File: src/hw/ops_pkg.sv
package ops_pkg;
    // Register offsets on the control port
    localparam logic [7:0] OPS_ADDR_POWER = 8'h00;
    localparam logic [7:0] OPS_ADDR_PHONES = 8'h08;
    localparam logic [7:0] OPS_ADDR_LINE = 8'h09;

    // Values after reset: everything off, muted, ramps enabled
    localparam logic [7:0] OPS_POWER_RESET = 8'h00;
    localparam logic [7:0] OPS_PHONES_RESET = 8'h00;
    localparam logic [7:0] OPS_LINE_RESET = 8'h00;

    // Bit positions in power_management_a
    localparam int OPS_PWR_LINE = 0;
    localparam int OPS_PWR_HP_LEFT = 1;
    localparam int OPS_PWR_HP_RIGHT = 2;
    localparam int OPS_PWR_PUMP = 3;
    localparam int OPS_PWR_BYPASS = 4;
    localparam int OPS_PWR_RAMP_LO = 5;
    localparam int OPS_PWR_GAIN = 7;

    // Bit positions in headphone_path_select and line_path_select
    localparam int OPS_PATH_DAC_L = 0;
    localparam int OPS_PATH_IN_L = 1;
    localparam int OPS_PATH_MONO_L = 2;
    localparam int OPS_PATH_DAC_R = 3;
    localparam int OPS_PATH_IN_R = 4;
    localparam int OPS_PATH_MONO_R = 5;
    localparam int OPS_HP_UNMUTE = 6;
    localparam int OPS_HP_BYPASS = 7;
    localparam int OPS_LN_BYPASS = 6;
    localparam int OPS_LN_MONO_MIX = 7;

    // Timer width: the longest count is 6146 sample periods
    localparam int OPS_CNT_W = 13;

    // Transition counts at each rate code, shortest setting
    localparam logic [12:0] OPS_TR_48K = 13'h0300;
    localparam logic [12:0] OPS_TR_32K = 13'h0200;
    localparam logic [12:0] OPS_TR_24K = 13'h0180;
    localparam logic [12:0] OPS_TR_16K = 13'h0100;
    localparam logic [12:0] OPS_TR_12K = 13'h00C0;
    localparam logic [12:0] OPS_TR_8K = 13'h0080;
    // Power ramp runs two periods longer than a transition
    localparam logic [12:0] OPS_RAMP_EXTRA = 13'h0002;

    // Charge pump power-up counts per rate tier
    localparam logic [12:0] OPS_CP_FULL = 13'h0200;
    localparam logic [12:0] OPS_CP_HALF = 13'h0100;
    localparam logic [12:0] OPS_CP_QUARTER = 13'h0080;
    localparam logic [12:0] OPS_CP_EIGHTH = 13'h0040;

    // Source selection driven toward each summing node
    typedef enum logic [1:0] {
        OPS_SRC_OFF = 2'h0,
        OPS_SRC_OWN = 2'h1,
        OPS_SRC_AVG = 2'h2
    } ops_src_t;

    // Base transition count for a sample-rate code
    function automatic logic [12:0] ops_tr_base(input logic [3:0] code);
        logic [12:0] r;
        r = OPS_TR_48K;
        case (code)
            4'h1: r = OPS_TR_32K;
            4'h8, 4'hA: r = OPS_TR_24K;
            4'h9: r = OPS_TR_16K;
            4'hC, 4'hE: r = OPS_TR_12K;
            4'hD: r = OPS_TR_8K;
            default: r = OPS_TR_48K;
        endcase
        return r;
    endfunction : ops_tr_base

    // Charge pump count for a sample-rate code
    function automatic logic [12:0] ops_cp_count(input logic [3:0] code);
        logic [12:0] r;
        r = OPS_CP_FULL;
        case (code)
            4'h1, 4'h8, 4'hA: r = OPS_CP_HALF;
            4'h9, 4'hC, 4'hE: r = OPS_CP_QUARTER;
            4'hD: r = OPS_CP_EIGHTH;
            default: r = OPS_CP_FULL;
        endcase
        return r;
    endfunction : ops_cp_count
endpackage : ops_pkg

File: src/hw/ops_timer.sv
`timescale 1ns/1ps
module ops_timer
    import ops_pkg::*;
(
    input wire logic clk_i,
    input wire logic resetn_i,
    input wire logic load_i,
    input wire logic [OPS_CNT_W-1:0] count_i,
    input wire logic tick_i,
    output logic busy_o
);
    // Whole timer state
    typedef struct packed {
        logic [OPS_CNT_W-1:0] cnt;
        logic busy;
    } ops_timer_st_t;

    ops_timer_st_t q;
    ops_timer_st_t next_q;

    // Load wins over a tick so a new write restarts the full period
    always_comb begin
        next_q = q;
        if (load_i) begin
            next_q.cnt = count_i;
            next_q.busy = (count_i != '0);
        end else if (tick_i && q.busy) begin
            next_q.cnt = q.cnt - 1'b1;
            next_q.busy = (q.cnt != 13'h0001);
        end
    end

    // State register
    always_ff @(posedge clk_i) begin
        if (!resetn_i) begin
            q <= '0;
        end else begin
            q <= next_q;
        end
    end

    assign busy_o = q.busy;
endmodule : ops_timer

File: src/hw/ops_output_path.sv
`timescale 1ns/1ps
// Summary of operation
// - Line stage powered only while its bit set
// - Six line source paths switch independently
// - Line DAC path carries own or averaged DAC
// - Six phones source paths switch independently
// - Phones DAC path carries own or averaged DAC
// - Gain bit picks low or high phones swing
// - Phones off, muted or passing per bits
// - Mute change ramps unless its bypass set
// - Both power bits clear grounds phones pins
// - Phones power ramps unless ramp bypass set
// - Transition time covers mute, paths, gain rise
// - Write equal to previous value is ignored
// - Power ramp on power bits, transitions on paths
// - Power ramp counts 130 up to 6146 periods
// - Transition counts 128 up to 6144 periods
// - Charge pump ready after rate-scaled periods
// - Nine valid rate codes, others unused
// - Level-control gain rises soft unless bypassed
module ops_output_path
    import ops_pkg::*;
(
    input wire logic clk_i,
    input wire logic resetn_i,
    input wire logic wr_en_i,
    input wire logic [7:0] wr_addr_i,
    input wire logic [7:0] wr_data_i,
    input wire logic [7:0] rd_addr_i,
    output logic [7:0] rd_data_o,
    input wire logic frame_clock_i,
    input wire logic [3:0] sample_rate_code_i,
    input wire logic [1:0] transition_time_sel_i,
    input wire logic phones_mono_mix_i,
    input wire logic playback_level_control_enable_i,
    input wire logic level_gain_step_i,
    output logic line_stage_power_o,
    output logic [1:0] line_left_dac_src_o,
    output logic [1:0] line_right_dac_src_o,
    output logic [3:0] line_input_paths_o,
    output logic line_switch_ramp_o,
    output logic [1:0] phones_left_dac_src_o,
    output logic [1:0] phones_right_dac_src_o,
    output logic [3:0] phones_input_paths_o,
    output logic phones_switch_ramp_o,
    output logic phones_gain_high_o,
    output logic phones_left_powered_o,
    output logic phones_right_powered_o,
    output logic phones_power_ramp_o,
    output logic phones_grounded_o,
    output logic phones_muted_o,
    output logic charge_pump_on_o,
    output logic charge_pump_ready_o,
    output logic level_gain_ramp_o,
    output logic level_gain_apply_o
);
    // Whole block state
    typedef struct packed {
        logic [2:0] fsync;      // Frame clock synchroniser chain
        logic fstable;          // Agreed frame clock level
        logic tick;             // One cycle per sample period
        logic [7:0] pwr;        // power_management_a
        logic [7:0] hp;         // headphone_path_select
        logic [7:0] ln;         // line_path_select
        logic [7:0] rd_data;    // Read-back word
        logic [1:0] ll_src;
        logic [1:0] lr_src;
        logic [1:0] hl_src;
        logic [1:0] hr_src;
        logic grounded;
        logic pump_ready;
        logic gain_apply;
    } ops_state_t;

    ops_state_t q;
    ops_state_t next_q;

    // Write acceptance and timer control
    logic acc_pwr;              // Accepted, changed power register write
    logic acc_hp;
    logic acc_ln;
    logic pwr_load;
    logic hp_load;
    logic ln_load;
    logic cp_load;
    logic gain_load;
    logic [OPS_CNT_W-1:0] tr_count;
    logic [OPS_CNT_W-1:0] ramp_count;
    logic [OPS_CNT_W-1:0] cp_count;
    // Busy flags of the five timers
    logic pwr_busy;
    logic hp_busy;
    logic ln_busy;
    logic cp_busy;
    logic gain_busy;

    // Source choice for one DAC summing path
    function automatic logic [1:0] pick_src(input logic en, input logic mix);
        logic [1:0] r;
        r = OPS_SRC_OFF;
        if (en) begin
            r = mix ? OPS_SRC_AVG : OPS_SRC_OWN;
        end
        return r;
    endfunction : pick_src

    // Write filter: a repeat of the stored value starts nothing
    always_comb begin
        acc_pwr = wr_en_i && (wr_addr_i == OPS_ADDR_POWER) && (wr_data_i != q.pwr);
        acc_hp = wr_en_i && (wr_addr_i == OPS_ADDR_PHONES) && (wr_data_i != q.hp);
        acc_ln = wr_en_i && (wr_addr_i == OPS_ADDR_LINE) && (wr_data_i != q.ln);
    end

    // Rate-scaled counts; invalid rate codes fall back to the default row
    always_comb begin
        tr_count = ops_tr_base(sample_rate_code_i) << transition_time_sel_i;
        // Power ramp follows its own select bits, taken from the write itself
        ramp_count = (ops_tr_base(sample_rate_code_i) << wr_data_i[OPS_PWR_RAMP_LO +: 2])
            + OPS_RAMP_EXTRA;
        cp_count = ops_cp_count(sample_rate_code_i);
    end

    // Timer starts; a bypassed write loads zero into the power, phones or line timer, ending its ramp at once; the pump timer always loads its count
    always_comb begin
        pwr_load = acc_pwr
            && (wr_data_i[OPS_PWR_HP_RIGHT:OPS_PWR_HP_LEFT]
                != q.pwr[OPS_PWR_HP_RIGHT:OPS_PWR_HP_LEFT]);
        hp_load = acc_hp;
        ln_load = acc_ln;
        cp_load = acc_pwr && wr_data_i[OPS_PWR_PUMP] && !q.pwr[OPS_PWR_PUMP];
        gain_load = level_gain_step_i && playback_level_control_enable_i;
    end

    // Phones power ramp timer
    ops_timer u_pwr_timer (
        .clk_i(clk_i),
        .resetn_i(resetn_i),
        .load_i(pwr_load),
        .count_i(wr_data_i[OPS_PWR_BYPASS] ? '0 : ramp_count),
        .tick_i(q.tick),
        .busy_o(pwr_busy)
    );

    // Phones mute and path transition timer
    ops_timer u_hp_timer (
        .clk_i(clk_i),
        .resetn_i(resetn_i),
        .load_i(hp_load),
        .count_i(wr_data_i[OPS_HP_BYPASS] ? '0 : tr_count),
        .tick_i(q.tick),
        .busy_o(hp_busy)
    );

    // Line path transition timer
    ops_timer u_ln_timer (
        .clk_i(clk_i),
        .resetn_i(resetn_i),
        .load_i(ln_load),
        .count_i(wr_data_i[OPS_LN_BYPASS] ? '0 : tr_count),
        .tick_i(q.tick),
        .busy_o(ln_busy)
    );

    // Charge pump start-up timer
    ops_timer u_cp_timer (
        .clk_i(clk_i),
        .resetn_i(resetn_i),
        .load_i(cp_load),
        .count_i(cp_count),
        .tick_i(q.tick),
        .busy_o(cp_busy)
    );

    // Level-control gain rise timer, shares the line bypass
    ops_timer u_gain_timer (
        .clk_i(clk_i),
        .resetn_i(resetn_i),
        .load_i(gain_load),
        .count_i(q.ln[OPS_LN_BYPASS] ? '0 : tr_count),
        .tick_i(q.tick),
        .busy_o(gain_busy)
    );

    // Next-state logic
    always_comb begin
        next_q = q;
        // Frame clock: only the second and third stages are compared
        next_q.fsync = {q.fsync[1:0], frame_clock_i};
        next_q.tick = 1'b0;
        if (q.fsync[1] == q.fsync[2] && q.fsync[2] != q.fstable) begin
            next_q.fstable = q.fsync[2];
            next_q.tick = q.fsync[2];
        end
        // Register writes that survive the repeat filter
        if (acc_pwr) begin
            next_q.pwr = wr_data_i;
        end
        if (acc_hp) begin
            next_q.hp = wr_data_i;
        end
        if (acc_ln) begin
            next_q.ln = wr_data_i;
        end
        // Read-back, unmapped addresses read zero
        if (rd_addr_i == OPS_ADDR_POWER) begin
            next_q.rd_data = q.pwr;
        end else if (rd_addr_i == OPS_ADDR_PHONES) begin
            next_q.rd_data = q.hp;
        end else if (rd_addr_i == OPS_ADDR_LINE) begin
            next_q.rd_data = q.ln;
        end else begin
            next_q.rd_data = 8'h00;
        end
        // DAC feeds into each summing node
        next_q.ll_src = pick_src(next_q.ln[OPS_PATH_DAC_L], next_q.ln[OPS_LN_MONO_MIX]);
        next_q.lr_src = pick_src(next_q.ln[OPS_PATH_DAC_R], next_q.ln[OPS_LN_MONO_MIX]);
        next_q.hl_src = pick_src(next_q.hp[OPS_PATH_DAC_L], phones_mono_mix_i);
        next_q.hr_src = pick_src(next_q.hp[OPS_PATH_DAC_R], phones_mono_mix_i);
        // Pins go to ground only once the power-down ramp is over
        next_q.grounded = !next_q.pwr[OPS_PWR_HP_LEFT] && !next_q.pwr[OPS_PWR_HP_RIGHT]
            && !pwr_busy && !pwr_load;
        // Pump ready once its count has run out
        next_q.pump_ready = next_q.pwr[OPS_PWR_PUMP] && !cp_busy && !cp_load;
        // Gain step goes straight through, bypassed or not
        next_q.gain_apply = gain_load;
    end

    // State register
    always_ff @(posedge clk_i) begin
        if (!resetn_i) begin
            q <= '0;
            q.pwr <= OPS_POWER_RESET;
            q.hp <= OPS_PHONES_RESET;
            q.ln <= OPS_LINE_RESET;
        end else begin
            q <= next_q;
        end
    end

    // Outputs, all from flip-flops
    assign rd_data_o = q.rd_data;
    assign line_stage_power_o = q.pwr[OPS_PWR_LINE];
    assign line_left_dac_src_o = q.ll_src;
    assign line_right_dac_src_o = q.lr_src;
    assign line_input_paths_o = {q.ln[OPS_PATH_MONO_R], q.ln[OPS_PATH_IN_R],
        q.ln[OPS_PATH_MONO_L], q.ln[OPS_PATH_IN_L]};
    assign line_switch_ramp_o = ln_busy;
    assign phones_left_dac_src_o = q.hl_src;
    assign phones_right_dac_src_o = q.hr_src;
    assign phones_input_paths_o = {q.hp[OPS_PATH_MONO_R], q.hp[OPS_PATH_IN_R],
        q.hp[OPS_PATH_MONO_L], q.hp[OPS_PATH_IN_L]};
    assign phones_switch_ramp_o = hp_busy;
    assign phones_gain_high_o = q.pwr[OPS_PWR_GAIN];
    assign phones_left_powered_o = q.pwr[OPS_PWR_HP_LEFT];
    assign phones_right_powered_o = q.pwr[OPS_PWR_HP_RIGHT];
    assign phones_power_ramp_o = pwr_busy;
    assign phones_grounded_o = q.grounded;
    assign phones_muted_o = !q.hp[OPS_HP_UNMUTE];
    assign charge_pump_on_o = q.pwr[OPS_PWR_PUMP];
    assign charge_pump_ready_o = q.pump_ready;
    assign level_gain_ramp_o = gain_busy;
    assign level_gain_apply_o = q.gain_apply;
endmodule : ops_output_path

File: config.mk
export PLATFORM = sky130hd
export DESIGN_NAME = ops_output_path
export DESIGN_NICKNAME = d
export VERILOG_FILES = /design/src/hw/ops_pkg.sv /design/src/hw/ops_timer.sv /design/src/hw/ops_output_path.sv
export SDC_FILE = /design/constraint.sdc
export NUM_CORES = 1
export LEC_CHECK = 0
export BUFFER_PORTS_ARGS = -buffer_cell sky130_fd_sc_hd__buf_2
export CORE_MARGIN = 10
export CORE_UTILIZATION = 30
export DETAILED_ROUTE_END_ITERATION = 10
export GPL_ROUTABILITY_DRIVEN = 1
export PLACE_DENSITY = 0.55
export SLEW_MARGIN = 5
export SYNTH_ARGS = -nofsm -noshare
export SYNTH_HDL_FRONTEND = slang
export SYNTH_SLANG_ARGS = --single-unit
File: constraint.sdc
create_clock -name clk_i -period 1.92 [get_ports clk_i]
set_input_delay 0.096 -clock clk_i [delete_from_list [all_inputs] [get_ports clk_i]]
set_output_delay 0.096 -clock clk_i [all_outputs]
set_load 0.02 [all_outputs]
==> run_summary.xml, run 1 <==
<?xml version="1.0" encoding="UTF-8"?>
<metrics>
  <group name="run_status">
    <metric name="outcome" unit="">complete, but fails checks</metric>
    <metric name="failing_checks" unit="">negative setup slack</metric>
  </group>
  <group name="worst_setup_path">
    <metric name="timing.critical_path.to_type" unit="">flop</metric>
    <metric name="timing.reg2reg.worst_path_depth" unit="">5</metric>
    <metric name="worstPathArrival" unit="ns">2.34</metric>
    <metric name="critPathMaxFanout" unit="">4</metric>
    <metric name="critPathLaunchType" unit="">flop</metric>
    <metric name="cp.required" unit="ns">2.24</metric>
    <metric name="worstSetupPathType" unit="">flop to flop</metric>
    <metric name="ff2ff_setup_slack" unit="ns">-0.10</metric>
  </group>
  <group name="placement">
    <metric name="gp_congestion" unit="">0.843</metric>
    <metric name="detailed_place.area" unit="mm2">0.00721</metric>
    <metric name="portBuffers" unit="">73</metric>
    <metric name="dp.final_hpwl" unit="mm">13.2</metric>
  </group>
  <group name="final_layout">
    <metric name="drive_above_1_share" unit="">0.232</metric>
    <metric name="final_common_cell" unit="">sky130_fd_sc_hd__dfxtp_1</metric>
    <metric name="fillCellCount" unit="">2192</metric>
    <metric name="design.final.nets" unit="">909</metric>
    <metric name="area_delta_synth_final" unit="%">24.2</metric>
    <metric name="insertedDiodeCount" unit="">0</metric>
    <metric name="design_area" unit="mm2">0.00784</metric>
    <metric name="mostFrequentLayoutCells" unit="">sky130_fd_sc_hd__dfxtp_1 (115), sky130_fd_sc_hd__nor2_1 (83), sky130_fd_sc_hd__buf_2 (73), sky130_fd_sc_hd__buf_4 (73), sky130_fd_sc_hd__a21oi_1 (58)</metric>
    <metric name="final-seq-area" unit="mm2">0.00237</metric>
    <metric name="multi_input_area" unit="mm2">0.00354</metric>
  </group>
  <group name="timing">
    <metric name="layout_min_cycle_time" unit="ns">2.02</metric>
    <metric name="timing.slew.headroom" unit="">0.552</metric>
    <metric name="worst_clock_skew" unit="ns">0.0134</metric>
    <metric name="finalSetupViolations" unit="">1</metric>
    <metric name="finalWorstSetupSlack" unit="ns">-0.105</metric>
    <metric name="max_slew.worst_pin.slew" unit="ns">0.667</metric>
    <metric name="final_min_period_over_clock_period" unit="">1.05</metric>
    <metric name="timing_hold_violations_final" unit="">0</metric>
    <metric name="holdWs" unit="ns">0.0161</metric>
    <metric name="final_max_slew_viol_count" unit="">0</metric>
    <metric name="rsz0062_at_grt" unit="">true</metric>
    <metric name="maxClockFrequency" unit="GHz">0.494</metric>
  </group>
  <group name="grt">
    <metric name="grt_first_pass_wirelength" unit="mm">29.5</metric>
    <metric name="grt_met3_usage" unit="">0.0397</metric>
    <metric name="grtUsageTotal" unit="">0.136</metric>
    <metric name="grt_start_max_net_pins" unit="">38</metric>
    <metric name="global_routing_usage_on_met1" unit="">0.172</metric>
    <metric name="grt-busiest-layer" unit="">met2</metric>
    <metric name="antenna_found_initial" unit="">3</metric>
    <metric name="groute.layer.met2.usage" unit="">0.216</metric>
    <metric name="global_route.overflow_total" unit="">0</metric>
    <metric name="grt_pass1_vias" unit="">5553</metric>
  </group>
  <group name="clocking">
    <metric name="cts-htree-levels" unit="">4</metric>
    <metric name="clkTransAtPathRegs" unit="ns">0.06</metric>
    <metric name="tritoncts_num_sinks" unit="">118</metric>
    <metric name="clock_path_buffers" unit="">2</metric>
    <metric name="clk-insertion-delay-late" unit="ns">0.42</metric>
    <metric name="ctsRootBufferMaster" unit="">sky130_fd_sc_hd__clkbuf_16</metric>
    <metric name="tritoncts.num_buffers" unit="">17</metric>
    <metric name="tritoncts" unit="">yes</metric>
  </group>
  <group name="detailed_routing">
    <metric name="final_antenna_net_count" unit="">0</metric>
    <metric name="first_iter_violations" unit="">376</metric>
    <metric name="remaining_drc_errors" unit="">0</metric>
    <metric name="avgRoutedWirePerCell" unit="um">15.6</metric>
    <metric name="drtPass1Iterations" unit="">5</metric>
    <metric name="avgViaCountPerCell" unit="">4.96</metric>
    <metric name="wirelength" unit="mm">17.9</metric>
    <metric name="dr_total_vias" unit="">5706</metric>
  </group>
  <group name="synthesis">
    <metric name="postSynthRegisterBits" unit="">118</metric>
    <metric name="synth_ff_type" unit="">sky130_fd_sc_hd__dfxtp_1</metric>
    <metric name="syn-mean-instance-area" unit="um2">8.22</metric>
    <metric name="synth.net_count" unit="">815</metric>
    <metric name="synth_cells" unit="">768</metric>
    <metric name="async_set_or_reset_flop_fraction_in_the_synthesized_netlist" unit="">0</metric>
    <metric name="synth-edff-count" unit="">0</metric>
    <metric name="synthesis.yosys.warnings" unit="">0</metric>
    <metric name="register_area_share_after_synthesis" unit="">0.374</metric>
    <metric name="syn-cell-area" unit="mm2">0.00631</metric>
    <metric name="synth_cell_type_count" unit="">59</metric>
  </group>
  <group name="power_and_ir_drop">
    <metric name="power_leakage" unit="nW">3.10</metric>
    <metric name="pwr_density_cell" unit="mW/mm2">750</metric>
    <metric name="ir_drop" unit="uV">608</metric>
  </group>
  <group name="floorplan">
    <metric name="fp.dieArea" unit="mm2">0.0272</metric>
    <metric name="top_level_ports" unit="">74</metric>
    <metric name="chipWidth" unit="um">165</metric>
    <metric name="initial_core_utilization" unit="">0.302</metric>
    <metric name="placement_rows" unit="">53</metric>
    <metric name="chip_height" unit="um">165</metric>
    <metric name="fp.coreArea" unit="mm2">0.0209</metric>
  </group>
  <group name="min_path">
    <metric name="timing.hold.worst_path_depth" unit="">3</metric>
    <metric name="holdCritPathClass" unit="">input pin to flop</metric>
  </group>
  <group name="run">
    <metric name="cap_viol_max_count" unit="">0</metric>
  </group>
</metrics>
## final timing paths
kind                                                     from                                   end
worst min register to register          next_q[46]$_SDFF_PN0_                 next_q[47]$_SDFF_PN0_
worst max-delay path            u_pwr_timer.q[7]$_SDFFE_PN0P_       u_pwr_timer.busy_o$_SDFFE_PN0P_
worst min-delay path                             wr_data_i[5]  phones_input_paths_o[3]$_SDFFE_PN0P_
worst max register to register  u_pwr_timer.q[7]$_SDFFE_PN0P_       u_pwr_timer.busy_o$_SDFFE_PN0P_
## repair_timing
item | in CTS | in global routing
hold endpoints to repair | 11 | 0
setup buffers | 0 | 0
hold buffers | 4 | 0
pin swaps | 3 | 0
endpoints found under the setup margin | 2 | 6
gates resized for setup | 0 | 7
## stage by stage
step | utilization | power (mW) | std cells | setup TNS, ns | setup WS, ns
finish | 0.375 | 5.88 | 1150 | -0.105 | -0.105
global route | 0.375 | 6.11 | 1150 | -0.280 | -0.156
CTS | 0.374 | 5.96 | 1150 | -0.135 | -0.0987
detailed placement | 0.345 | 2.93 | 1114 | -5.37 | -0.214
global placement | 0.345 | 2.93 | 1114 | -3.30 | -0.156
floorplan | - | 2.76 | 768 | -0.112 | -0.112
## synthesized netlist by cell type, types with 5 or more instances
library cell	instances	area share
sky130_fd_sc_hd__nand4_1	13	0.013
sky130_fd_sc_hd__nand3_1	30	0.024
sky130_fd_sc_hd__xnor2_1	48	0.067
sky130_fd_sc_hd__nor2b_1	13	0.013
sky130_fd_sc_hd__inv_1	16	0.0095
sky130_fd_sc_hd__nor3_1	16	0.013
sky130_fd_sc_hd__or4_1	18	0.021
sky130_fd_sc_hd__a2111oi_0	11	0.015
sky130_fd_sc_hd__or3_1	6	0.0059
sky130_fd_sc_hd__nor4_1	19	0.019
sky130_fd_sc_hd__and3_1	9	0.0089
sky130_fd_sc_hd__a211oi_1	8	0.0095
sky130_fd_sc_hd__ha_1	10	0.020
sky130_fd_sc_hd__nand2b_1	7	0.0069
sky130_fd_sc_hd__clkbuf_1	44	0.026
sky130_fd_sc_hd__a21oi_1	58	0.046
sky130_fd_sc_hd__and2_1	7	0.0069
sky130_fd_sc_hd__o21a_1	13	0.015
sky130_fd_sc_hd__nand2_1	45	0.027
sky130_fd_sc_hd__xor2_1	31	0.043
sky130_fd_sc_hd__o21ai_0	42	0.033
sky130_fd_sc_hd__o211a_1	5	0.0079
sky130_fd_sc_hd__dfxtp_1	118	0.37
sky130_fd_sc_hd__mux2i_1	11	0.017
sky130_fd_sc_hd__nor2_1	83	0.049
sky130_fd_sc_hd__buf_4	25	0.030
## report_power, final
group / internal (mW) / switching [mW]
sequential: 2.46 / 0.00988
clock: 1.72 / 1.28
combinational: 0.153 / 0.252
## state kept, by name, summed over array words and instances (netlist names), 4 cells and up
name                  count
line_input_paths_o        4
phones_input_paths_o      4
q                        14
rd_data_o                 8
u_cp_timer.q             13
u_gain_timer.q           13
u_hp_timer.q             13
u_ln_timer.q             13
u_pwr_timer.q            13
## final cells by class
class | instances | share of cell area
Multi-Input combinational cell | 558 | 0.451
Sequential cell | 118 | 0.302
Timing Repair Buffer | 151 | 0.124
Clock buffer | 18 | 0.0560
Tap cell | 275 | 0.0439
Clock inverter | 14 | 0.0150
Inverter | 16 | 0.00766
## worst max-delay path, stage by stage (launching register included)
cell and delay, ns:
sky130_fd_sc_hd__dfxtp_2 0.32, sky130_fd_sc_hd__or4_4 0.53, sky130_fd_sc_hd__or3_4 0.36, sky130_fd_sc_hd__or4_1 0.40, sky130_fd_sc_hd__and3_1 0.16, sky130_fd_sc_hd__o21a_1 0.16
## metal layers
| layer | share of wire | routed length (um) |
|---|---|---|
| met1 | 0.47 | 8370 |
| met2 | 0.47 | 8440 |
| met3 | 0.049 | 882 |
| met4 | 0.012 | 210 |
| met5 | 0.0015 | 27 |
## logic make-up after synthesis
logic type,count (synthesis),share of synthesized area
AND/OR/NAND/NOR,293,0.246
multiplexers,11,0.0174
buffers and inverters,92,0.0704
XOR/XNOR,79,0.110
flip-flops,118,0.374
AO/OA/AOI/OAI,165,0.162
adder cells (fa/ha/maj),10,0.0198
(Power assumes the default switching activity.)
==> inputs of run 2 (changes only) <==
--- a/config.mk
+++ b/config.mk
@@ -14,4 +14,5 @@
 export SLEW_MARGIN = 5
 export SYNTH_ARGS = -nofsm -noshare
 export SYNTH_HDL_FRONTEND = slang
+export SYNTH_HIERARCHICAL = 1
 export SYNTH_SLANG_ARGS = --single-unit
==> constraint.sdc (replaced) <==
create_clock -name clk_i -period 1.92 [get_ports clk_i]
set_input_delay 0.384 -clock clk_i [delete_from_list [all_inputs] [get_ports clk_i]]
set_output_delay 0.384 -clock clk_i [all_outputs]
set_load 0.02 [all_outputs]
==> run 2 against run 1 <==
Against the previous run:
- worst hold slack better by 0.16 ns
- sequential share of layout area down 5.0 points
- register-to-register slack improved by 0.13 ns
- utilization rose by 4.5 points
- global-route usage is 0.18 points higher
- the flow now finishes without violations
- area after synthesis up 8.2%
==> run_summary.xml, run 2 <==
<?xml version="1.0" encoding="UTF-8"?>
<metrics>
  <group name="min_path">
    <metric name="timing.hold.worst_path_depth" unit="">2</metric>
    <metric name="holdCritPathClass" unit="">input pin to flop</metric>
  </group>
  <group name="final_layout">
    <metric name="insertedDiodeCount" unit="">0</metric>
    <metric name="design.final.nets" unit="">1117</metric>
    <metric name="mostFrequentLayoutCells" unit="">sky130_fd_sc_hd__buf_4 (144), sky130_fd_sc_hd__dfxtp_1 (104), sky130_fd_sc_hd__nand2_1 (72), sky130_fd_sc_hd__buf_2 (72), sky130_fd_sc_hd__conb_1 (63)</metric>
    <metric name="final_common_cell" unit="">sky130_fd_sc_hd__buf_4</metric>
    <metric name="design_area" unit="mm2">0.00945</metric>
    <metric name="multi_input_area" unit="mm2">0.00442</metric>
    <metric name="largest_register_ffs" unit="">14</metric>
    <metric name="area_delta_synth_final" unit="%">38.3</metric>
    <metric name="final-seq-area" unit="mm2">0.00238</metric>
    <metric name="postLayoutCoreUtil" unit="">0.420</metric>
    <metric name="fillCellCount" unit="">2231</metric>
    <metric name="finish.cell_count_without_fillers" unit="">1368</metric>
    <metric name="top_register" unit="">q</metric>
    <metric name="drive_above_1_share" unit="">0.327</metric>
  </group>
  <group name="worst_setup_path">
    <metric name="cp_top_family" unit="">simple AND/OR/NAND/NOR gates</metric>
    <metric name="cp.required" unit="ns">2.26</metric>
    <metric name="critPathLaunchType" unit="">flop</metric>
    <metric name="timing.critical_path.cells" unit="">or4_4 -&gt; or3_4 -&gt; or4_1 -&gt; a31oi_1</metric>
    <metric name="critPathMaxStageDelay" unit="ns">0.53</metric>
    <metric name="critical_path.slowest_cell" unit="">sky130_fd_sc_hd__or4_4</metric>
    <metric name="timing.reg2reg.worst_path_depth" unit="">4</metric>
    <metric name="path_buf_inv" unit="">0</metric>
    <metric name="worstPathArrival" unit="ns">2.24</metric>
    <metric name="crit_cells" unit="">4</metric>
    <metric name="worstSetupPathType" unit="">flop to flop</metric>
    <metric name="critPathMaxFanout" unit="">4</metric>
    <metric name="timing.critical_path.to_type" unit="">flop</metric>
  </group>
  <group name="timing">
    <metric name="max_slew.worst_pin.slew" unit="ns">0.549</metric>
    <metric name="finalSetupViolations" unit="">0</metric>
    <metric name="layout_min_cycle_time" unit="ns">1.90</metric>
    <metric name="timing.slew.headroom" unit="">0.631</metric>
    <metric name="setup-tns-final" unit="ns">0</metric>
    <metric name="final_max_slew_viol_count" unit="">0</metric>
    <metric name="maxClockFrequency" unit="GHz">0.527</metric>
    <metric name="final_min_period_over_clock_period" unit="">0.989</metric>
    <metric name="rsz0062_at_grt" unit="">true</metric>
    <metric name="worst_clock_skew" unit="ns">0.0116</metric>
    <metric name="timing_hold_violations_final" unit="">0</metric>
  </group>
  <group name="power_and_ir_drop">
    <metric name="design_power_total" unit="mW">6.29</metric>
    <metric name="ir_drop" unit="uV">659</metric>
    <metric name="pwr_density_cell" unit="mW/mm2">666</metric>
    <metric name="power_leakage" unit="nW">4.09</metric>
  </group>
  <group name="detailed_routing">
    <metric name="wirelength" unit="mm">19.8</metric>
    <metric name="met1_length" unit="mm">9.13</metric>
    <metric name="remaining_drc_errors" unit="">0</metric>
    <metric name="dr_wl_met2" unit="mm">9.49</metric>
    <metric name="met3RoutedLength" unit="um">890</metric>
    <metric name="dr_total_vias" unit="">6546</metric>
    <metric name="route.top_layer_used" unit="">met4</metric>
    <metric name="drtPass1Iterations" unit="">5</metric>
    <metric name="avgRoutedWirePerCell" unit="um">14.5</metric>
    <metric name="first_iter_violations" unit="">299</metric>
    <metric name="final_antenna_net_count" unit="">0</metric>
    <metric name="avgViaCountPerCell" unit="">4.79</metric>
  </group>
  <group name="floorplan">
    <metric name="initial_core_utilization" unit="">0.303</metric>
    <metric name="top_level_ports" unit="">74</metric>
    <metric name="fp.coreArea" unit="mm2">0.0225</metric>
    <metric name="fp.dieArea" unit="mm2">0.0292</metric>
    <metric name="chipWidth" unit="um">171</metric>
    <metric name="chip_height" unit="um">171</metric>
    <metric name="placement_rows" unit="">55</metric>
  </group>
  <group name="synthesis">
    <metric name="synth_cells" unit="">837</metric>
    <metric name="register_area_share_after_synthesis" unit="">0.346</metric>
    <metric name="synth-edff-count" unit="">0</metric>
    <metric name="synth.area.top_cells" unit="">sky130_fd_sc_hd__dfxtp_1 (35%), sky130_fd_sc_hd__xnor2_1 (7.1%), sky130_fd_sc_hd__o21ai_0 (5.5%)</metric>
    <metric name="synth_top_area_frac" unit="">0.346</metric>
    <metric name="async_set_or_reset_flop_fraction_in_the_synthesized_netlist" unit="">0</metric>
    <metric name="postSynthRegisterBits" unit="">118</metric>
    <metric name="synth_ff_type" unit="">sky130_fd_sc_hd__dfxtp_1</metric>
    <metric name="syn-cell-area" unit="mm2">0.00683</metric>
    <metric name="synth_cell_type_count" unit="">55</metric>
    <metric name="synthMostInstantiatedCell" unit="">sky130_fd_sc_hd__dfxtp_1</metric>
    <metric name="yosysTopAreaCell" unit="">sky130_fd_sc_hd__dfxtp_1</metric>
    <metric name="synthTopCellsByCount" unit="">sky130_fd_sc_hd__dfxtp_1 (118), sky130_fd_sc_hd__o21ai_0 (75), sky130_fd_sc_hd__nand2_1 (72)</metric>
    <metric name="syn-mean-instance-area" unit="um2">8.16</metric>
    <metric name="synthesis.yosys.warnings" unit="">6</metric>
  </group>
  <group name="clocking">
    <metric name="tritoncts.num_buffers" unit="">17</metric>
    <metric name="cts-htree-levels" unit="">4</metric>
    <metric name="ctsRootBufferMaster" unit="">sky130_fd_sc_hd__clkbuf_16</metric>
    <metric name="clkTransAtPathRegs" unit="ns">0.06</metric>
    <metric name="tritoncts" unit="">yes</metric>
    <metric name="tritoncts_num_sinks" unit="">118</metric>
    <metric name="clk-insertion-delay-late" unit="ns">0.42</metric>
    <metric name="clock_path_buffers" unit="">2</metric>
    <metric name="cts_hold_repair.buffers" unit="">0</metric>
  </group>
  <group name="grt">
    <metric name="global_route.overflow_total" unit="">0</metric>
    <metric name="grtUsageTotal" unit="">0.137</metric>
    <metric name="grt_first_pass_wirelength" unit="mm">32.3</metric>
    <metric name="grt_start_max_net_pins" unit="">36</metric>
    <metric name="grt_pass1_vias" unit="">6503</metric>
    <metric name="antenna_found_initial" unit="">0</metric>
  </group>
  <group name="placement">
    <metric name="portBuffers" unit="">73</metric>
    <metric name="detailed_place.area" unit="mm2">0.00859</metric>
    <metric name="gp_congestion" unit="">0.835</metric>
    <metric name="dp.cells" unit="">1326</metric>
    <metric name="dp.final_hpwl" unit="mm">14.7</metric>
  </group>
  <group name="run_status">
    <metric name="outcome" unit="">complete, no violations</metric>
  </group>
  <group name="run">
    <metric name="cap_viol_max_count" unit="">0</metric>
  </group>
</metrics>
run 2: layout make-up:
| cell class | count | share of cell area |
|---|---|---|
| Timing Repair Buffer | 226 | 0.171 |
| Clock inverter | 15 | 0.0164 |
| Clock buffer | 17 | 0.0450 |
| Inverter | 24 | 0.0103 |
| Multi-Input combinational cell | 683 | 0.468 |
| Sequential cell | 118 | 0.252 |
| Tap cell | 285 | 0.0377 |
run 2: final timing paths:
| kind | slack (ns) | startpoint | end |
|---|---|---|---|
| worst min-delay path | 0.17 | frame_clock_i | next_q[46]$_SDFF_PN0_ |
| worst min register to register | 0.44 | next_q[46]$_SDFF_PN0_ | next_q[47]$_SDFF_PN0_ |
| worst max-delay path | 0.02 | u_ln_timer/q[7]$_SDFFE_PN0P_ | u_ln_timer/q[13]$_SDFFE_PN0P_ |
| worst max register to register | 0.02 | u_ln_timer/q[7]$_SDFFE_PN0P_ | u_ln_timer/q[13]$_SDFFE_PN0P_ |
run 2: timing repair:
item                                    4_1_cts  5_1_grt
pin swaps                                    13       27
hold endpoints to repair                      0        0
endpoints found under the setup margin       10       27
buffers inserted                              3        7
resized for setup                             5       48
cloned                                        0        1
run 2: metrics by stage:
step	setup slack, ns	hold slack, ns
after floorplan	-0.206	0.412
after global placement	-0.384	0.415
after detailed placement	-0.382	0.423
after CTS	-0.00622	0.152
after global routing	-0.0471	0.167
final	0.0211	0.171
run 2: logic make-up (layout without fill, tap and decap cells):
group	count (synthesis)	after routing	share of synthesized area
and+or+nand+nor	313	313	0.255
buffers and inverters	98	282	0.0713
other	1	63	0.000549
adders and majority gates	10	10	0.0183
DFF	118	118	0.346
xor gates and xnor gates	69	69	0.0885
muxes	32	32	0.0476
AOI/OAI and AO/OA	196	196	0.172
run 2: power breakdown:
group          internal, mW  switching [mW]  total, mW
Sequential             2.48          0.0198       2.49
Clock                  1.84            1.34       3.18
Combinational         0.279           0.337      0.616
Total                  4.59            1.70       6.29
run 2: routing by layer:
metal,track usage,up-vias
met5,0,-
met4,0.0461,0
met3,0.0329,20
met2,0.228,132
met1,0.171,3031
li1,-,3363
